<file path="src/pkg/bcc_consts.svh">
// constants of the bcd calendar clock: offsets, fields, resets, limits
`ifndef BCC_CONSTS_SVH
`define BCC_CONSTS_SVH

// bus geometry
`define BCC_ADDR_W 8
`define BCC_WORD_BYTES 8'h04
`define BCC_RESP_OKAY 2'h0
`define BCC_RESP_SLVERR 2'h2

// register byte offsets
`define BCC_OFF_CTRL 8'h40
`define BCC_OFF_TICK 8'h44
`define BCC_OFF_ALMCTL 8'h50
`define BCC_OFF_ALM_BASE 8'h54
`define BCC_OFF_CAL_BASE 8'h70

// field positions
`define BCC_CTRL_WREN 0
`define BCC_CTRL_CLKRST 3
`define BCC_CTRL_W 4
`define BCC_ALM_MASTER 6
`define BCC_ALMCTL_MASK 8'h7F
`define BCC_TICK_EN 7
`define BCC_TICK_CNT_W 7

// reset values
`define BCC_RST_CTRL 4'h0
`define BCC_RST_TICK 8'h00
`define BCC_RST_ALMCTL 8'h00
`define BCC_RST_ZERO 8'h00
`define BCC_RST_ONE 8'h01

// alarm field masks (reserved bits read zero)
`define BCC_MASK_SECMIN 8'h7F
`define BCC_MASK_HRDATE 8'h3F
`define BCC_MASK_MONTH 8'h1F
`define BCC_MASK_YEAR 8'hFF

// time base: crystal edges per 1/128 s and per second
`define BCC_XTAL_HZ 32768
`define BCC_TICK_HZ 128
`define BCC_DIV_W 15
`define BCC_TICK_SPAN (`BCC_XTAL_HZ / `BCC_TICK_HZ)
`define BCC_TICK_WRAP 15'((`BCC_TICK_SPAN) - 1)
`define BCC_SEC_WRAP 15'((`BCC_XTAL_HZ) - 1)

// bcd limits
`define BCC_MAX_SECMIN 8'h59
`define BCC_MAX_HOUR 8'h23
`define BCC_MAX_WDAY 8'h07
`define BCC_MAX_MONTH 8'h12
`define BCC_MAX_YEAR 8'h99
`define BCC_FEB 8'h02
`define BCC_APR 8'h04
`define BCC_JUN 8'h06
`define BCC_SEP 8'h09
`define BCC_NOV 8'h11
`define BCC_LAST_28 8'h28
`define BCC_LAST_29 8'h29
`define BCC_LAST_30 8'h30
`define BCC_LAST_31 8'h31

`endif

</file>
<file path="src/pkg/bcc_pkg.sv">
// types of the bcd calendar clock
package bcc_pkg;
    typedef logic [7:0] bcc_bcd_type;
    typedef logic [1:0] bcc_resp_type;
    // calendar field slots, also the counter register order
    typedef enum logic [2:0]
    {
        BCC_F_SEC = 3'h0,
        BCC_F_MIN = 3'h1,
        BCC_F_HOUR = 3'h2,
        BCC_F_DATE = 3'h3,
        BCC_F_WDAY = 3'h4,
        BCC_F_MONTH = 3'h5,
        BCC_F_YEAR = 3'h6
    } bcc_field_type;
    localparam int BCC_NFIELDS = 7;
    localparam int BCC_NALARM = 6;
endpackage

</file>
<file path="src/pkg/bcc_cal_if.sv">
// calendar state and next-state between keeper and rollover logic
`timescale 1ns/1ps
interface bcc_cal_if;
    import bcc_pkg::*;
    logic advance;
    bcc_bcd_type cur [BCC_NFIELDS];
    bcc_bcd_type nxt [BCC_NFIELDS];
    modport calc
    (
        input advance,
        input cur,
        output nxt
    );
    modport keeper
    (
        output advance,
        output cur,
        input nxt
    );
endinterface

</file>
<file path="src/bcc_cal_next.sv">
// rollover and leap-year logic of the bcd calendar
`timescale 1ns/1ps
`include "bcc_consts.svh"
module bcc_cal_next
    import bcc_pkg::*;
(
    bcc_cal_if.calc cal
);
    function automatic bcc_bcd_type bcd_inc(input bcc_bcd_type v);
        bcc_bcd_type r;
        r = (v[3:0] == 4'h9) ? {v[7:4] + 4'h1, 4'h0} : {v[7:4], v[3:0] + 4'h1};
        return r;
    endfunction

    wire [3:0] year_tens = cal.cur[BCC_F_YEAR][7:4];
    wire [3:0] year_units = cal.cur[BCC_F_YEAR][3:0];
    // year 00 divides by four, so it counts as 2000 and is leap
    wire leap = year_tens[0] ? (year_units == 4'h2 || year_units == 4'h6)
        : (year_units == 4'h0 || year_units == 4'h4
        || year_units == 4'h8);
    wire [7:0] month = cal.cur[BCC_F_MONTH];
    wire short_month = (month == `BCC_APR) || (month == `BCC_JUN)
        || (month == `BCC_SEP) || (month == `BCC_NOV);
    wire bcc_bcd_type last_day = (month == `BCC_FEB)
        ? (leap ? `BCC_LAST_29 : `BCC_LAST_28)
        : (short_month ? `BCC_LAST_30 : `BCC_LAST_31);

    bcc_bcd_type max_v [BCC_NFIELDS];
    bcc_bcd_type min_v [BCC_NFIELDS];
    logic carry [BCC_NFIELDS];
    logic roll [BCC_NFIELDS];

    assign max_v[BCC_F_SEC] = `BCC_MAX_SECMIN;
    assign max_v[BCC_F_MIN] = `BCC_MAX_SECMIN;
    assign max_v[BCC_F_HOUR] = `BCC_MAX_HOUR;
    assign max_v[BCC_F_DATE] = last_day;
    assign max_v[BCC_F_WDAY] = `BCC_MAX_WDAY;
    assign max_v[BCC_F_MONTH] = `BCC_MAX_MONTH;
    assign max_v[BCC_F_YEAR] = `BCC_MAX_YEAR;
    assign min_v[BCC_F_SEC] = `BCC_RST_ZERO;
    assign min_v[BCC_F_MIN] = `BCC_RST_ZERO;
    assign min_v[BCC_F_HOUR] = `BCC_RST_ZERO;
    assign min_v[BCC_F_DATE] = `BCC_RST_ONE;
    assign min_v[BCC_F_WDAY] = `BCC_RST_ONE;
    assign min_v[BCC_F_MONTH] = `BCC_RST_ONE;
    assign min_v[BCC_F_YEAR] = `BCC_RST_ZERO;

    // weekday steps with every date step, month follows the date rollover
    assign carry[BCC_F_SEC] = cal.advance;
    assign carry[BCC_F_MIN] = carry[BCC_F_SEC] & roll[BCC_F_SEC];
    assign carry[BCC_F_HOUR] = carry[BCC_F_MIN] & roll[BCC_F_MIN];
    assign carry[BCC_F_DATE] = carry[BCC_F_HOUR] & roll[BCC_F_HOUR];
    assign carry[BCC_F_WDAY] = carry[BCC_F_DATE];
    assign carry[BCC_F_MONTH] = carry[BCC_F_DATE] & roll[BCC_F_DATE];
    assign carry[BCC_F_YEAR] = carry[BCC_F_MONTH] & roll[BCC_F_MONTH];

    // a value beyond its limit after a write also wraps
    genvar i;
    generate
        for (i = 0; i < BCC_NFIELDS; i++)
        begin : g_field
            assign roll[i] = cal.cur[i] >= max_v[i];
            assign cal.nxt[i] = !carry[i] ? cal.cur[i]
                : (roll[i] ? min_v[i] : bcd_inc(cal.cur[i]));
        end
    endgenerate
endmodule

</file>
<file path="src/bcc_top.sv">
// bcd calendar clock with alarm and tick, axi4-lite register slave
//
// The placing of the registers and register access over AXI4-Lite were left to the implementer.
`timescale 1ns/1ps
`include "bcc_consts.svh"
module bcc_top
    import bcc_pkg::*;
(
    input wire logic aclk,
    input wire logic aresetn,
    input wire logic ce,
    input wire logic xtal_clk,
    input wire logic main_power_off,
    input wire logic [7:0] awaddr,
    input wire logic awvalid,
    output logic awready,
    input wire logic [31:0] wdata,
    input wire logic [3:0] wstrb,
    input wire logic wvalid,
    output logic wready,
    output bcc_resp_type bresp,
    output logic bvalid,
    input wire logic bready,
    input wire logic [7:0] araddr,
    input wire logic arvalid,
    output logic arready,
    output logic [31:0] rdata,
    output bcc_resp_type rresp,
    output logic rvalid,
    input wire logic rready,
    output logic alarm_irq,
    output logic tick_irq,
    output logic power_wake_request
);
    // pin synchronisers
    logic xtal_s1_q, xtal_s2_q, xtal_s3_q;
    logic poff_s1_q, poff_s2_q;
    always_ff @(posedge aclk)
    begin
        if (!aresetn)
        begin
            xtal_s1_q <= 1'b0;
            xtal_s2_q <= 1'b0;
            xtal_s3_q <= 1'b0;
            poff_s1_q <= 1'b0;
            poff_s2_q <= 1'b0;
        end
        else if (ce)
        begin
            xtal_s1_q <= xtal_clk;
            xtal_s2_q <= xtal_s1_q;
            xtal_s3_q <= xtal_s2_q;
            poff_s1_q <= main_power_off;
            poff_s2_q <= poff_s1_q;
        end
    end
    wire xtal_rise = xtal_s2_q & ~xtal_s3_q;
    wire powered_off = poff_s2_q;

    // bus write side
    logic aw_have_q, w_have_q, bvalid_q;
    logic [7:0] aw_addr_q;
    logic [7:0] w_byte_q;
    logic w_lane0_q;
    bcc_resp_type bresp_q;
    assign awready = ~aw_have_q & ~bvalid_q;
    assign wready = ~w_have_q & ~bvalid_q;
    assign bvalid = bvalid_q;
    assign bresp = bresp_q;
    wire do_write = aw_have_q & w_have_q & ~bvalid_q;
    // no bus write reaches the block while main power is off
    wire wr_live = do_write & w_lane0_q & ~powered_off;

    // register state
    logic [`BCC_CTRL_W-1:0] ctrl_q;
    logic [7:0] tick_reg_q;
    logic [`BCC_TICK_CNT_W-1:0] tick_cnt_q;
    logic [7:0] alm_ctl_q;
    bcc_bcd_type alm_q [BCC_NALARM];
    bcc_bcd_type cal_q [BCC_NFIELDS];
    logic [`BCC_DIV_W-1:0] div_q;
    logic adv_q, alarm_irq_q, tick_irq_q, wake_q;

    wire wr_ctrl = wr_live & (aw_addr_q == `BCC_OFF_CTRL);
    wire wr_tick = wr_live & (aw_addr_q == `BCC_OFF_TICK);
    wire wr_almctl = wr_live & (aw_addr_q == `BCC_OFF_ALMCTL);
    wire cal_wr_ok = wr_live & ctrl_q[`BCC_CTRL_WREN];

    // alarm slot to calendar slot and reserved-bit masks
    localparam bcc_field_type ALM_FIELD [BCC_NALARM] = '{BCC_F_SEC,
        BCC_F_MIN, BCC_F_HOUR, BCC_F_DATE, BCC_F_MONTH, BCC_F_YEAR};
    localparam bcc_bcd_type ALM_MASK [BCC_NALARM] = '{`BCC_MASK_SECMIN,
        `BCC_MASK_SECMIN, `BCC_MASK_HRDATE, `BCC_MASK_HRDATE,
        `BCC_MASK_MONTH, `BCC_MASK_YEAR};
    localparam bcc_bcd_type ALM_RST [BCC_NALARM] = '{`BCC_RST_ZERO,
        `BCC_RST_ZERO, `BCC_RST_ZERO, `BCC_RST_ONE, `BCC_RST_ONE,
        `BCC_RST_ZERO};
    localparam bcc_bcd_type CAL_RST [BCC_NFIELDS] = '{`BCC_RST_ZERO,
        `BCC_RST_ZERO, `BCC_RST_ZERO, `BCC_RST_ONE, `BCC_RST_ONE,
        `BCC_RST_ONE, `BCC_RST_ZERO};

    // time base: 1/128 s and 1 s strobes from crystal edges
    wire tick128 = xtal_rise & (div_q[7:0] == 8'(`BCC_TICK_WRAP));
    wire sec_tick = xtal_rise & (div_q == `BCC_SEC_WRAP);
    always_ff @(posedge aclk)
    begin
        if (!aresetn)
            div_q <= '0;
        else if (ce)
        begin
            if (ctrl_q[`BCC_CTRL_CLKRST])
                div_q <= '0;
            else if (xtal_rise)
                div_q <= div_q + `BCC_DIV_W'(1);
        end
    end

    // calendar counters
    bcc_cal_if cal ();
    bcc_cal_next u_next (
        .cal(cal)
    );
    assign cal.advance = sec_tick;
    logic [BCC_NALARM-1:0] alm_hit_ok;
    genvar i;
    generate
        for (i = 0; i < BCC_NFIELDS; i++)
        begin : g_cal
            wire wr_me = cal_wr_ok & (aw_addr_q
                == `BCC_OFF_CAL_BASE + 8'(i) * `BCC_WORD_BYTES);
            assign cal.cur[i] = cal_q[i];
            // counting goes on whatever the power state
            always_ff @(posedge aclk)
            begin
                if (!aresetn)
                    cal_q[i] <= CAL_RST[i];
                else if (ce)
                    cal_q[i] <= wr_me ? w_byte_q : cal.nxt[i];
            end
        end
        for (i = 0; i < BCC_NALARM; i++)
        begin : g_alm
            wire wr_me = wr_live & (aw_addr_q
                == `BCC_OFF_ALM_BASE + 8'(i) * `BCC_WORD_BYTES);
            always_ff @(posedge aclk)
            begin
                if (!aresetn)
                    alm_q[i] <= ALM_RST[i];
                else if (ce && wr_me)
                    alm_q[i] <= w_byte_q & ALM_MASK[i];
            end
            // a disabled field always agrees
            assign alm_hit_ok[i] = ~alm_ctl_q[i]
                | (cal_q[ALM_FIELD[i]] == alm_q[i]);
        end
    endgenerate

    // alarm is judged once per second on the freshly advanced time
    wire alarm_match = adv_q & alm_ctl_q[`BCC_ALM_MASTER]
        & (&alm_hit_ok);
    wire tick_zero = (tick_cnt_q == '0);
    wire tick_fire = tick128 & tick_zero & tick_reg_q[`BCC_TICK_EN];

    always_ff @(posedge aclk)
    begin
        if (!aresetn)
        begin
            ctrl_q <= `BCC_RST_CTRL;
            alm_ctl_q <= `BCC_RST_ALMCTL;
            adv_q <= 1'b0;
            alarm_irq_q <= 1'b0;
            wake_q <= 1'b0;
            tick_irq_q <= 1'b0;
        end
        else if (ce)
        begin
            if (wr_ctrl)
                ctrl_q <= w_byte_q[`BCC_CTRL_W-1:0];
            if (wr_almctl)
                alm_ctl_q <= w_byte_q & `BCC_ALMCTL_MASK;
            adv_q <= sec_tick;
            alarm_irq_q <= alarm_match;
            wake_q <= alarm_match & powered_off;
            tick_irq_q <= tick_fire;
        end
    end
    assign alarm_irq = alarm_irq_q;
    assign power_wake_request = wake_q;
    assign tick_irq = tick_irq_q;

    // tick counter: reload at zero gives n+1 steps of 1/128 s
    always_ff @(posedge aclk)
    begin
        if (!aresetn)
        begin
            tick_reg_q <= `BCC_RST_TICK;
            tick_cnt_q <= '0;
        end
        else if (ce)
        begin
            if (wr_tick)
            begin
                tick_reg_q <= w_byte_q;
                tick_cnt_q <= w_byte_q[`BCC_TICK_CNT_W-1:0];
            end
            else if (tick128)
                tick_cnt_q <= tick_zero
                    ? tick_reg_q[`BCC_TICK_CNT_W-1:0]
                    : tick_cnt_q - `BCC_TICK_CNT_W'(1);
        end
    end

    // write channel capture and response
    logic [BCC_NFIELDS+BCC_NALARM-1:0] g_hit_w;
    wire wr_hit = (aw_addr_q == `BCC_OFF_CTRL)
        | (aw_addr_q == `BCC_OFF_TICK) | (aw_addr_q == `BCC_OFF_ALMCTL)
        | (|g_hit_w);
    generate
        for (i = 0; i < BCC_NFIELDS; i++)
        begin : g_hw_cal
            assign g_hit_w[i] = aw_addr_q
                == `BCC_OFF_CAL_BASE + 8'(i) * `BCC_WORD_BYTES;
        end
        for (i = 0; i < BCC_NALARM; i++)
        begin : g_hw_alm
            assign g_hit_w[BCC_NFIELDS+i] = aw_addr_q
                == `BCC_OFF_ALM_BASE + 8'(i) * `BCC_WORD_BYTES;
        end
    endgenerate
    always_ff @(posedge aclk)
    begin
        if (!aresetn)
        begin
            aw_have_q <= 1'b0;
            w_have_q <= 1'b0;
            bvalid_q <= 1'b0;
            aw_addr_q <= '0;
            w_byte_q <= '0;
            w_lane0_q <= 1'b0;
            bresp_q <= `BCC_RESP_OKAY;
        end
        else if (ce)
        begin
            if (awvalid && awready)
            begin
                aw_have_q <= 1'b1;
                aw_addr_q <= awaddr;
            end
            if (wvalid && wready)
            begin
                w_have_q <= 1'b1;
                w_byte_q <= wdata[7:0];
                w_lane0_q <= wstrb[0];
            end
            if (do_write)
            begin
                aw_have_q <= 1'b0;
                w_have_q <= 1'b0;
                bvalid_q <= 1'b1;
                bresp_q <= wr_hit ? `BCC_RESP_OKAY : `BCC_RESP_SLVERR;
            end
            else if (bvalid_q && bready)
                bvalid_q <= 1'b0;
        end
    end

    // read side: byte in the low lane, upper bits zero
    function automatic logic [8:0] rd_mux(input logic [7:0] a);
        logic [8:0] r;
        r = {1'b0, 8'h00};
        if (a == `BCC_OFF_CTRL)
            r = {1'b1, 4'h0, ctrl_q};
        if (a == `BCC_OFF_TICK)
            r = {1'b1, tick_reg_q};
        if (a == `BCC_OFF_ALMCTL)
            r = {1'b1, alm_ctl_q};
        for (int k = 0; k < BCC_NALARM; k++)
            if (a == `BCC_OFF_ALM_BASE + 8'(k) * `BCC_WORD_BYTES)
                r = {1'b1, alm_q[k]};
        for (int k = 0; k < BCC_NFIELDS; k++)
            if (a == `BCC_OFF_CAL_BASE + 8'(k) * `BCC_WORD_BYTES)
                r = {1'b1, cal_q[k]};
        return r;
    endfunction
    // mux reads register state, so it must follow every register change
    logic [8:0] rd_sel;
    always_comb rd_sel = rd_mux(araddr);
    logic rvalid_q;
    logic [7:0] rbyte_q;
    bcc_resp_type rresp_q;
    assign arready = ~rvalid_q;
    assign rvalid = rvalid_q;
    assign rresp = rresp_q;
    assign rdata = {24'h000000, rbyte_q};
    always_ff @(posedge aclk)
    begin
        if (!aresetn)
        begin
            rvalid_q <= 1'b0;
            rbyte_q <= '0;
            rresp_q <= `BCC_RESP_OKAY;
        end
        else if (ce)
        begin
            if (arvalid && arready)
            begin
                rvalid_q <= 1'b1;
                // isolated while power is off: reads see zero
                rbyte_q <= powered_off ? 8'h00 : rd_sel[7:0];
                rresp_q <= rd_sel[8] ? `BCC_RESP_OKAY : `BCC_RESP_SLVERR;
            end
            else if (rvalid_q && rready)
                rvalid_q <= 1'b0;
        end
    end
endmodule

</file>
<file path="config.mk">
export PLATFORM = sky130hd
export DESIGN_NAME = bcc_top
export DESIGN_NICKNAME = d
export VERILOG_FILES = /design/src/pkg/bcc_pkg.sv /design/src/pkg/bcc_cal_if.sv /design/src/bcc_cal_next.sv /design/src/bcc_top.sv
export VERILOG_INCLUDE_DIRS = /design/src /design/src/pkg
export SDC_FILE = /design/constraint.sdc
export NUM_CORES = 1
export LEC_CHECK = 0
export BUFFER_PORTS_ARGS = -buffer_cell sky130_fd_sc_hd__buf_4
export CORE_MARGIN = 8
export CORE_UTILIZATION = 45
export DETAILED_ROUTE_END_ITERATION = 7
export GPL_TIMING_DRIVEN = 1
export PLACE_DENSITY = 0.76
export SLEW_MARGIN = 20
export SYNTH_ARGS = -nofsm -noshare
export SYNTH_HDL_FRONTEND = slang
export SYNTH_HIERARCHICAL = 1
export SYNTH_SLANG_ARGS = --single-unit
</file>
<file path="constraint.sdc">
create_clock -name aclk -period 3.3 [get_ports aclk]
set_clock_uncertainty 0.2 [all_clocks]
set_input_delay 0.165 -clock aclk [delete_from_list [all_inputs] [get_ports aclk]]
set_output_delay 0.165 -clock aclk [all_outputs]
set_load 0.005 [all_outputs]
</file>
### After elaboration in Yosys (flattened, before gate mapping)

Memory sizes are Yosys's and may differ from the RTL's.
Index checks and enable logic that the tools add are counted.

* register bits: 83
* bits in latches: 0
* memory bits (writable): 104
* ROM bits: 0
* memories: 2

* $add $sub $neg: 16
* multipliers: 0
* div/mod/pow operators: 0
* order comparisons: 7
* eq/ne operators: 56
* shift operators: 0
* mux-type cells: 99
* bitwise logic cells: 70
* reductions and logical operators: 40

Memory list
* cal_q: depth 7, width 8, read ports 7, clocked after Yosys merged registers in 0, write ports 7, RTL line bcc_top.sv:80 `bcc_bcd_type cal_q [BCC_NFIELDS];`
* alm_q: depth 6, width 8, read ports 6, clocked after Yosys merged registers in 0, write ports 6, RTL line bcc_top.sv:79 `bcc_bcd_type alm_q [BCC_NALARM];`

Operators by type and width (count)
* $mux W8: 43
* $eq A8 B7 Y1 const B: 26
* $mux W9: 16
* $add A4 B1 Y4 const B: 14
* $eq A8 B8 Y1 const B: 7
* $eq A8 B8 Y1: 6
* $and A1 B1 Y1: 36
* $mux W1: 33
* $eq A4 B4 Y1 const B: 8
* $mux W15: 2
* $reduce_and A2 Y1: 13
* $or A1 B1 Y1: 22
* $mux W7: 3
* $eq A8 B3 Y1 const B: 2
* $ge A8 B7 Y1 const B: 2
* $add A15 B1 Y15 const B: 1
* $eq A15 B15 Y1 const B: 1
* $reduce_or A13 Y1: 1
* $not A1 Y1: 12
* $reduce_bool A2 Y1: 6
* $logic_and A1 B1 Y1: 11
* $eq A4 B3 Y1 const B: 2
* $eq A8 B2 Y1 const B: 1
* $eq A8 B4 Y1 const B: 1
* other kinds (13): 19

### Longest topological paths before layout

Gate-level depths: netlist (run 1).

* word-level depth: 18
* mapped depth: 15
* depth with buffers taken out: 13

### Cells and area by module

The synthesis (run 1) kept the hierarchy.

By module, submodules not included
* bcc_top: instances 1, cells an instance 1040, area each 9759.4 µm²
* bcc_cal_next: instances 1, cells an instance 300, area each 1861.8 µm²

### Least setup slack after synthesis (run 1)

OpenSTA, ideal clock, no wires.

* path kind: register to register
* from: mem cal_q[2][9] (netlist bit)
* to: mem cal_q[2][8] (netlist bit) (data pin)
* setup time: 259 ps
* arrival time: 2883 ps
* data required time: 2841 ps
* slack: -41 ps
* stages on the path, launching flop included: 15
* period minus slack after synthesis: 3341 ps
* path through: edfxtp_1 -> clkbuf_1 -> nor2b_1 -> and2_1 -> o211ai_1 -> nand2_1 -> o31ai_1 -> ha_1 -> nor4b_1 -> o211ai_1 -> nor2_1 -> nor2_1 -> mux2_2 -> mux2i_1 -> nand2_1

RTL lines (RTL line)
* start: declaration: bcc_top.sv:80

==> flow_metrics.py, run 1 <==
metrics = {
    "run_status": {
        "status": "finished with violations",
        "violations": "negative setup slack",
    },
    "finish": {
        "drive_gt1_share_pct": 17.80,
        "final_cells": 1791,
        "fin_nets": 1530,
        "fillCellCount": 2276,
        "multi_input_area_mm2": 0.006759,
        "layout-area-overhead-vs-synth_pct": 18.11,
        "seq_area_mm2": 0.004477,
        "finish.utilization_pct": 53.43,
    },
    "worst_setup_path": {
        "critPathRequiredTime_ns": 3.29,
        "arrival_ns": 3.41,
        "reg2reg_slack_ns": -0.12,
        "critPathMaxFanout": 7,
        "end_kind": "flip-flop",
        "worstSetupPathType": "flip-flop to flip-flop",
        "crit_path_start_kind": "flip-flop",
    },
    "clock_tree": {
        "root_buffer": "clkbuf_16",
        "cts_buffers": 17,
        "clk_latency_ns": 0.45,
        "cts_max_path_buffers": 2,
        "cts_htree_levels": 4,
        "clock_sinks": 176,
        "cts_tree": "done",
        "clk_pin_slew_worst_paths_ns": 0.08,
    },
    "place": {
        "pre_cts_slack_ns": -0.04061,
        "hpwl_mm": 26.68,
        "port_buffers": 52,
        "place_inst": 1721,
        "place_congestion": 1.015,
    },
    "synth": {
        "async_flop_share_pct": 0,
        "yosysTopAreaCell": "edfxtp_1",
        "yosys_warnings": 6,
        "yosysUniqueCellTypes": 87,
        "yosysSeqAreaShare_pct": 38.50,
        "syn_inst": 1340,
        "synth_most_common_cell": "nor2_1",
        "synthDominantCellAreaShare_pct": 24.55,
        "avgSynthCellArea_um2": 8.672,
        "synth_area_mm2": 0.01162,
        "synth_ff_type": "edfxtp_1",
        "synth_edf_count": 95,
        "synth_top_cells_by_count": "167 x nor2_1, 114 x nand2_1, 95 x edfxtp_1, 84 x a21oi_1, 84 x mux2i_1",
        "synthTopCellsByArea": "edfxtp_1 25%, dfxtp_1 14%, mux2i_1 7.2%",
        "synth-seq-cells": 176,
    },
    "global_route": {
        "grt_pass1_wl_mm": 58.61,
        "antenna_found_initial": 1,
        "grt_max_degree": 57,
        "grt_pass1_vias": 10420,
        "grt_usage_pct": 23.89,
        "grt-ovfl-total": 0,
    },
    "floorplan": {
        "start_util_pct": 45.24,
        "row_count": 59,
        "die_area_mm2": 0.03122,
        "fp.coreArea_mm2": 0.02569,
        "die_w_um": 176.7,
        "die_h_um": 176.7,
        "boundaryPins": 106,
    },
    "routing": {
        "drc_errors": 0,
        "wl_per_cell_um": 21.40,
        "drt-total-wl_mm": 38.33,
        "vias_per_cell": 6.107,
        "drt.antenna.violating_nets": 0,
        "first_iter_violations": 1357,
        "vias": 10940,
        "drt-pass1-iter-count": 6,
    },
    "timing": {
        "timing.final.crit_share_pct": 103.6,
        "timing.fmax_mhz": 292.4,
        "fin_crit_ns": 3.420,
        "rsz0062_at_grt": "true",
        "setup_ws_ns": -0.1201,
        "finalHoldViolCount": 0,
        "finalMaxSlewViolations": 0,
        "slew_headroom_pct": 18.25,
        "worst_pin_slew_ns": 1.225,
        "finalSetupViolations": 7,
    },
    "worst_hold_path": {
        "min_path_type": "primary input to flip-flop",
    },
    "power": {
        "ir_worst_vdd_mv": 0.3293,
        "p_leak_nw": 5.095,
        "powerDensity_mw_per_mm2": 390.0,
    },
    "flow_run": {
        "max-cap-violations": 0,
    },
}
[layout make-up]
| class | instances | share of cell area (%) |
|---|---|---|
| flip-flops and latches | 176 | 32.62 |
| well taps | 335 | 3.054 |
| repair buffers | 168 | 9.717 |
| clock inverters | 14 | 1.185 |
| diodes | 1 | 0.01823 |
| inverters | 37 | 1.012 |
| clock buffers | 18 | 3.154 |
| multi-input cells | 1042 | 49.24 |
[final timing paths]
path	cells past startpoint	from	endpoint
hold / removal	4	awvalid	aw_addr_q[3]
hold reg to reg	1	alarm_irq	alarm_irq
setup / recovery	13	cal_q[2][10]	cal_q[2][8]
setup reg to reg	13	cal_q[2][10]	cal_q[2][8]
[routing by layer]
layer	global-route usage, %	vias up	share of wire [%]
li1	-	4986	-
met1	31.37	5226	41
met2	38.07	622	46
met3	4.523	103	9.9
met4	9.842	0	3.4
met5	0	-	0
[what timing repair did]
| action | in CTS | in global routing |
|---|---|---|
| buffers inserted | 1 | 14 |
| endpoints found under the hold margin | 29 | 0 |
| hold buffers | 23 | 0 |
| resized for setup | 2 | 45 |
| gates cloned | 0 | 0 |
| endpoints found under the setup margin | 13 | 29 |
| pin swaps | 2 | 21 |
[state kept, by name (all words and copies together) (netlist names), 4 cells and up]
signal,flops
alm_ctl_q,7
alm_q,39
aw_addr_q,8
cal_q,56
ctrl_q,4
div_q,15
rbyte_q,8
tick_cnt_q,7
tick_reg_q,8
w_byte_q,8
[kinds of logic (layout without fill, tap and decap cells)]
kind of cell | count (synthesis) | count (layout) | synth area share (%)
AOI/OAI and AO/OA | 302 | 302 | 16.63
xor gates and xnor gates | 63 | 63 | 4.748
adders and majority gates | 26 | 26 | 2.799
buffers and inverters | 147 | 237 | 5.921
DFF | 176 | 176 | 38.50
muxes | 92 | 92 | 8.010
other | 1 | 27 | 0.03227
and+or+nand+nor | 533 | 533 | 23.35
[through the flow]
stage | hold WS [ns] | area [um^2] | total power [mW] | setup TNS (ns)
2_1_floorplan | 0.1010 | 11720 | 2.955 | 0
3_3_place_gp | 0.2033 | 12570 | 3.207 | 0
3_5_place_dp | 0.2078 | 12570 | 3.222 | -0.2195
4_1_cts | 0.05760 | 13420 | 5.297 | 0
5_1_grt | 0.09160 | 13720 | 5.512 | -3.534
6_report | 0.06441 | 13730 | 5.353 | -0.3265
[where the power goes]
part | internal (mW) | leakage (nW) | switching [mW]
Sequential | 2.38 | 1.66 | 0.139
Clock | 1.04 | 0.294 | 1.05
Combinational | 0.305 | 3.14 | 0.434
Total | 3.73 | 5.10 | 1.63
[worst max-delay path, stage by stage (launching register included)]
cell and delay, ns:
edfxtp_1 0.46, buf_4 0.17, nor2_1 0.15, nand4b_1 0.17
buf_4 0.18, ha_1 0.27, nand3_1 0.06, o211ai_1 0.39
nor2_1 0.10, buf_4 0.18, or3_4 0.37, mux2_2 0.28
mux2i_1 0.12, nand2_1 0.07
[cells in the final DEF (no fill, tap or decap), types with 6 or more instances in the layout]
cell	instances
dfxtp_1	79
inv_1	35
nor3_1	25
nor2_2	14
a32o_1	7
o21a_1	7
o211ai_1	7
clkbuf_16	17
nand3b_1	6
buf_4	141
a211oi_1	7
nand2b_1	16
edfxtp_1	95
o22ai_1	14
and2_1	47
or2_2	6
nor4_1	7
dlygate4sd3_1	23
nor2b_1	12
nand4_1	21
xor2_1	38
xnor2_1	25
a21oi_1	82
a31oi_1	16
o31ai_1	13
nand3_1	36
nand4b_1	6
o21ai_0	71
nand2_1	112
or3_1	6
mux2i_1	84
conb_1	26
o31ai_2	8
a22o_1	7
mux2_2	8
nor2_1	164
ha_1	23
Note: power is estimated with default switching activity, not from simulation.
==> run 2, diff against run 1 <==
--- a/config.mk
+++ b/config.mk
@@ -9,6 +9,7 @@
 export BUFFER_PORTS_ARGS = -buffer_cell sky130_fd_sc_hd__buf_4
 export CORE_MARGIN = 8
 export CORE_UTILIZATION = 45
+export CTS_BUF_LIST = sky130_fd_sc_hd__clkbuf_2
 export DETAILED_ROUTE_END_ITERATION = 7
 export GPL_TIMING_DRIVEN = 1
 export PLACE_DENSITY = 0.76
==> run 2 against run 1 <==
The run still ends with negative setup slack left. Cell count rose by 4.9%. Maximum frequency rose by 0.77%. Sequential cell count unchanged. Clock power is 41% lower. Count of clock-buffer cells in the layout unchanged. Non-clock buffer count increased by 88. First-iteration DRC count shrank 6.4%. Die area stayed put. Critical path type unchanged. Critical endpoint is now cal_q[3][1].
==> flow_metrics.py, run 2 (synthesis gave the netlist of run 1 again) <==
metrics = {
    "run_status": {
        "status": "finished with violations",
        "violations": "negative setup slack",
    },
    "routing": {
        "vias_per_cell": 6.128,
        "first_iter_violations": 1270,
        "drc_errors": 0,
        "drt-pass1-iter-count": 6,
        "drt.antenna.violating_nets": 0,
        "drt-total-wl_mm": 41.51,
        "wl_per_cell_um": 22.09,
        "vias": 11520,
    },
    "finish": {
        "final_cell_mix": "165 x nor2_1, 143 x buf_4, 112 x nand2_1, 109 x dlygate4sd3_1, 95 x edfxtp_1",
        "top_register": "cal_q",
        "seq_area_mm2": 0.004481,
        "fin_nets": 1618,
        "drive_gt1_share_pct": 17.04,
        "final_common_cell": "nor2_1",
        "fillCellCount": 2189,
        "reg_top3": "cal_q x56, alm_q x39, div_q x15",
        "final_cells": 1879,
        "multi_input_area_mm2": 0.006769,
        "layout-area-overhead-vs-synth_pct": 22.85,
        "largest_reg_flops": 56,
    },
    "global_route": {
        "grt_pass1_vias": 11080,
        "grt-ovfl-total": 0,
        "grt_pass1_wl_mm": 62.42,
        "grt_max_degree": 57,
        "grt_usage_pct": 25.52,
        "antenna_found_initial": 1,
    },
    "power": {
        "powerDensity_mw_per_mm2": 322.6,
        "ir_worst_vdd_mv": 0.2875,
        "p_leak_nw": 5.342,
    },
    "worst_setup_path": {
        "arrival_ns": 3.91,
        "critPathRequiredTime_ns": 3.81,
        "cpPeakStageDelay_ns": 0.47,
        "critPathMaxFanout": 6,
        "r2r_start": "cal_q[2][13]",
        "crit_path_start_kind": "flip-flop",
        "path_delay_family": "compound AO/OA/AOI/OAI gates",
        "path_cells": "inv_1 -> ha_2 -> nand2_1 -> nand4b_1 -> o31ai_2 -> ha_1 -> nor4b_2 -> o211ai_1 -> buf_4 -> o21ai_4 -> or3_4 -> o41ai_2 -> mux2i_1 -> nor2_1",
        "crit_buf_inv": 2,
        "end_kind": "flip-flop",
        "worstSetupPathType": "flip-flop to flip-flop",
        "cp-startpoint": "cal_q[2][13]",
        "crit_slowest_cell": "edfxtp_1",
    },
    "place": {
        "place_congestion": 1.015,
        "port_buffers": 52,
        "hpwl_mm": 26.68,
        "place_inst": 1721,
    },
    "clock_tree": {
        "cts_buffers": 17,
        "clock_sinks": 176,
        "clk_pin_slew_worst_paths_ns": 0.31,
        "root_buffer": "clkbuf_2",
        "cts_tree": "done",
        "clk_latency_ns": 0.84,
        "cts_htree_levels": 4,
        "cts_max_path_buffers": 2,
    },
    "floorplan": {
        "start_util_pct": 45.24,
        "die_h_um": 176.7,
        "die_w_um": 176.7,
        "fp.coreArea_mm2": 0.02569,
        "boundaryPins": 106,
        "row_count": 59,
        "die_area_mm2": 0.03122,
    },
    "timing": {
        "worst_pin_slew_ns": 1.219,
        "finalMaxSlewViolations": 0,
        "slew_headroom_pct": 18.63,
        "whs_ns": 0.06499,
        "setup_ws_ns": -0.09387,
        "finalSetupViolations": 13,
        "setup_tns_ns": -0.6160,
        "finalHoldViolCount": 0,
        "rsz0062_at_grt": "true",
        "timing.fmax_mhz": 294.6,
        "fin_crit_ns": 3.394,
        "timing.final.crit_share_pct": 102.8,
    },
    "worst_hold_path": {
        "hold_start": "araddr[4]",
        "min_path_type": "primary input to flip-flop",
    },
    "flow_run": {
        "max-cap-violations": 0,
    },
}
==> run 2: cell count changes in the layout (fill, tap and decap cells not counted), moves of 3 or more <==
cell / delta
clkbuf_16: -17
dlygate4sd3_1: +86
clkbuf_2: +18
o31ai_1: +4
o31ai_2: -4
dfxtp_2: +3
dfxtp_1: -3
==> run 2: repair_timing <==
| action | in CTS | in global routing |
|---|---|---|
| hold endpoints to repair | 116 | 0 |
| endpoints found under the setup margin | 15 | 36 |
| buffers inserted | 2 | 14 |
| pin swaps | 2 | 21 |
| resized for setup | 6 | 52 |
| hold buffers | 109 | 0 |
==> run 2: layer usage <==
metal / part of all wire [%] / vias to the layer above / global-route usage, %
met5: 0 / - / 0
met4: 4.1 / 0 / 11.98
met3: 9.9 / 122 / 4.139
met2: 47 / 744 / 42.10
met1: 39 / 5488 / 32.22
li1: - / 5161 / -
==> run 2: per-stage QoR <==
| step | util, % | instance area (um^2) | power (mW) | setup WS, ns |
|---|---|---|---|---|
| 2_1_floorplan | - | 11720 | 2.955 | 0.006396 |
| 3_3_place_gp | 48.93 | 12570 | 3.207 | 0.01041 |
| 3_5_place_dp | 48.93 | 12570 | 3.222 | -0.04061 |
| 4_1_cts | 54.36 | 13960 | 4.516 | -0.01371 |
| 5_1_grt | 55.57 | 14280 | 4.743 | -0.3111 |
| 6_report | 55.57 | 14280 | 4.606 | -0.09387 |
==> run 2: worst reg2reg max path: cells and delay by family, from the launching register on <==
family	cells	cell delay (ns)
AOI/OAI and AO/OA	4	0.99
and+or+nand+nor	5	0.82
DFF	1	0.47
adders and majority gates	2	0.40
buffers and inverters	2	0.30
muxes	1	0.10
==> run 2: where the power goes <==
part	internal, mW	switching (mW)	leakage, nW	total, mW
logic	0.364	0.465	3.52	0.829
clock network	0.274	0.970	0.155	1.24
registers	2.39	0.142	1.66	2.53
total	3.03	1.58	5.34	4.61
==> run 2: final cells by class <==
class | instances | area share, %
Multi-Input combinational cell | 1042 | 47.41
Sequential cell | 176 | 31.38
Timing Repair Buffer | 256 | 15.50
Tap cell | 335 | 2.936
Clock inverter | 14 | 1.139
Inverter | 37 | 0.9728
Clock buffer | 18 | 0.6310
Antenna cell | 1 | 0.01753
==> run 2: path summary, 6_finish.rpt <==
check	slack (ns)	end	depth (start not counted)
worst min register to register	0.29	tick_reg_q[2]	2
worst min-delay path	0.06	rbyte_q[7]	5
worst max-delay path	-0.09	cal_q[3][1]	14
worst max register to register	-0.09	cal_q[3][1]	14
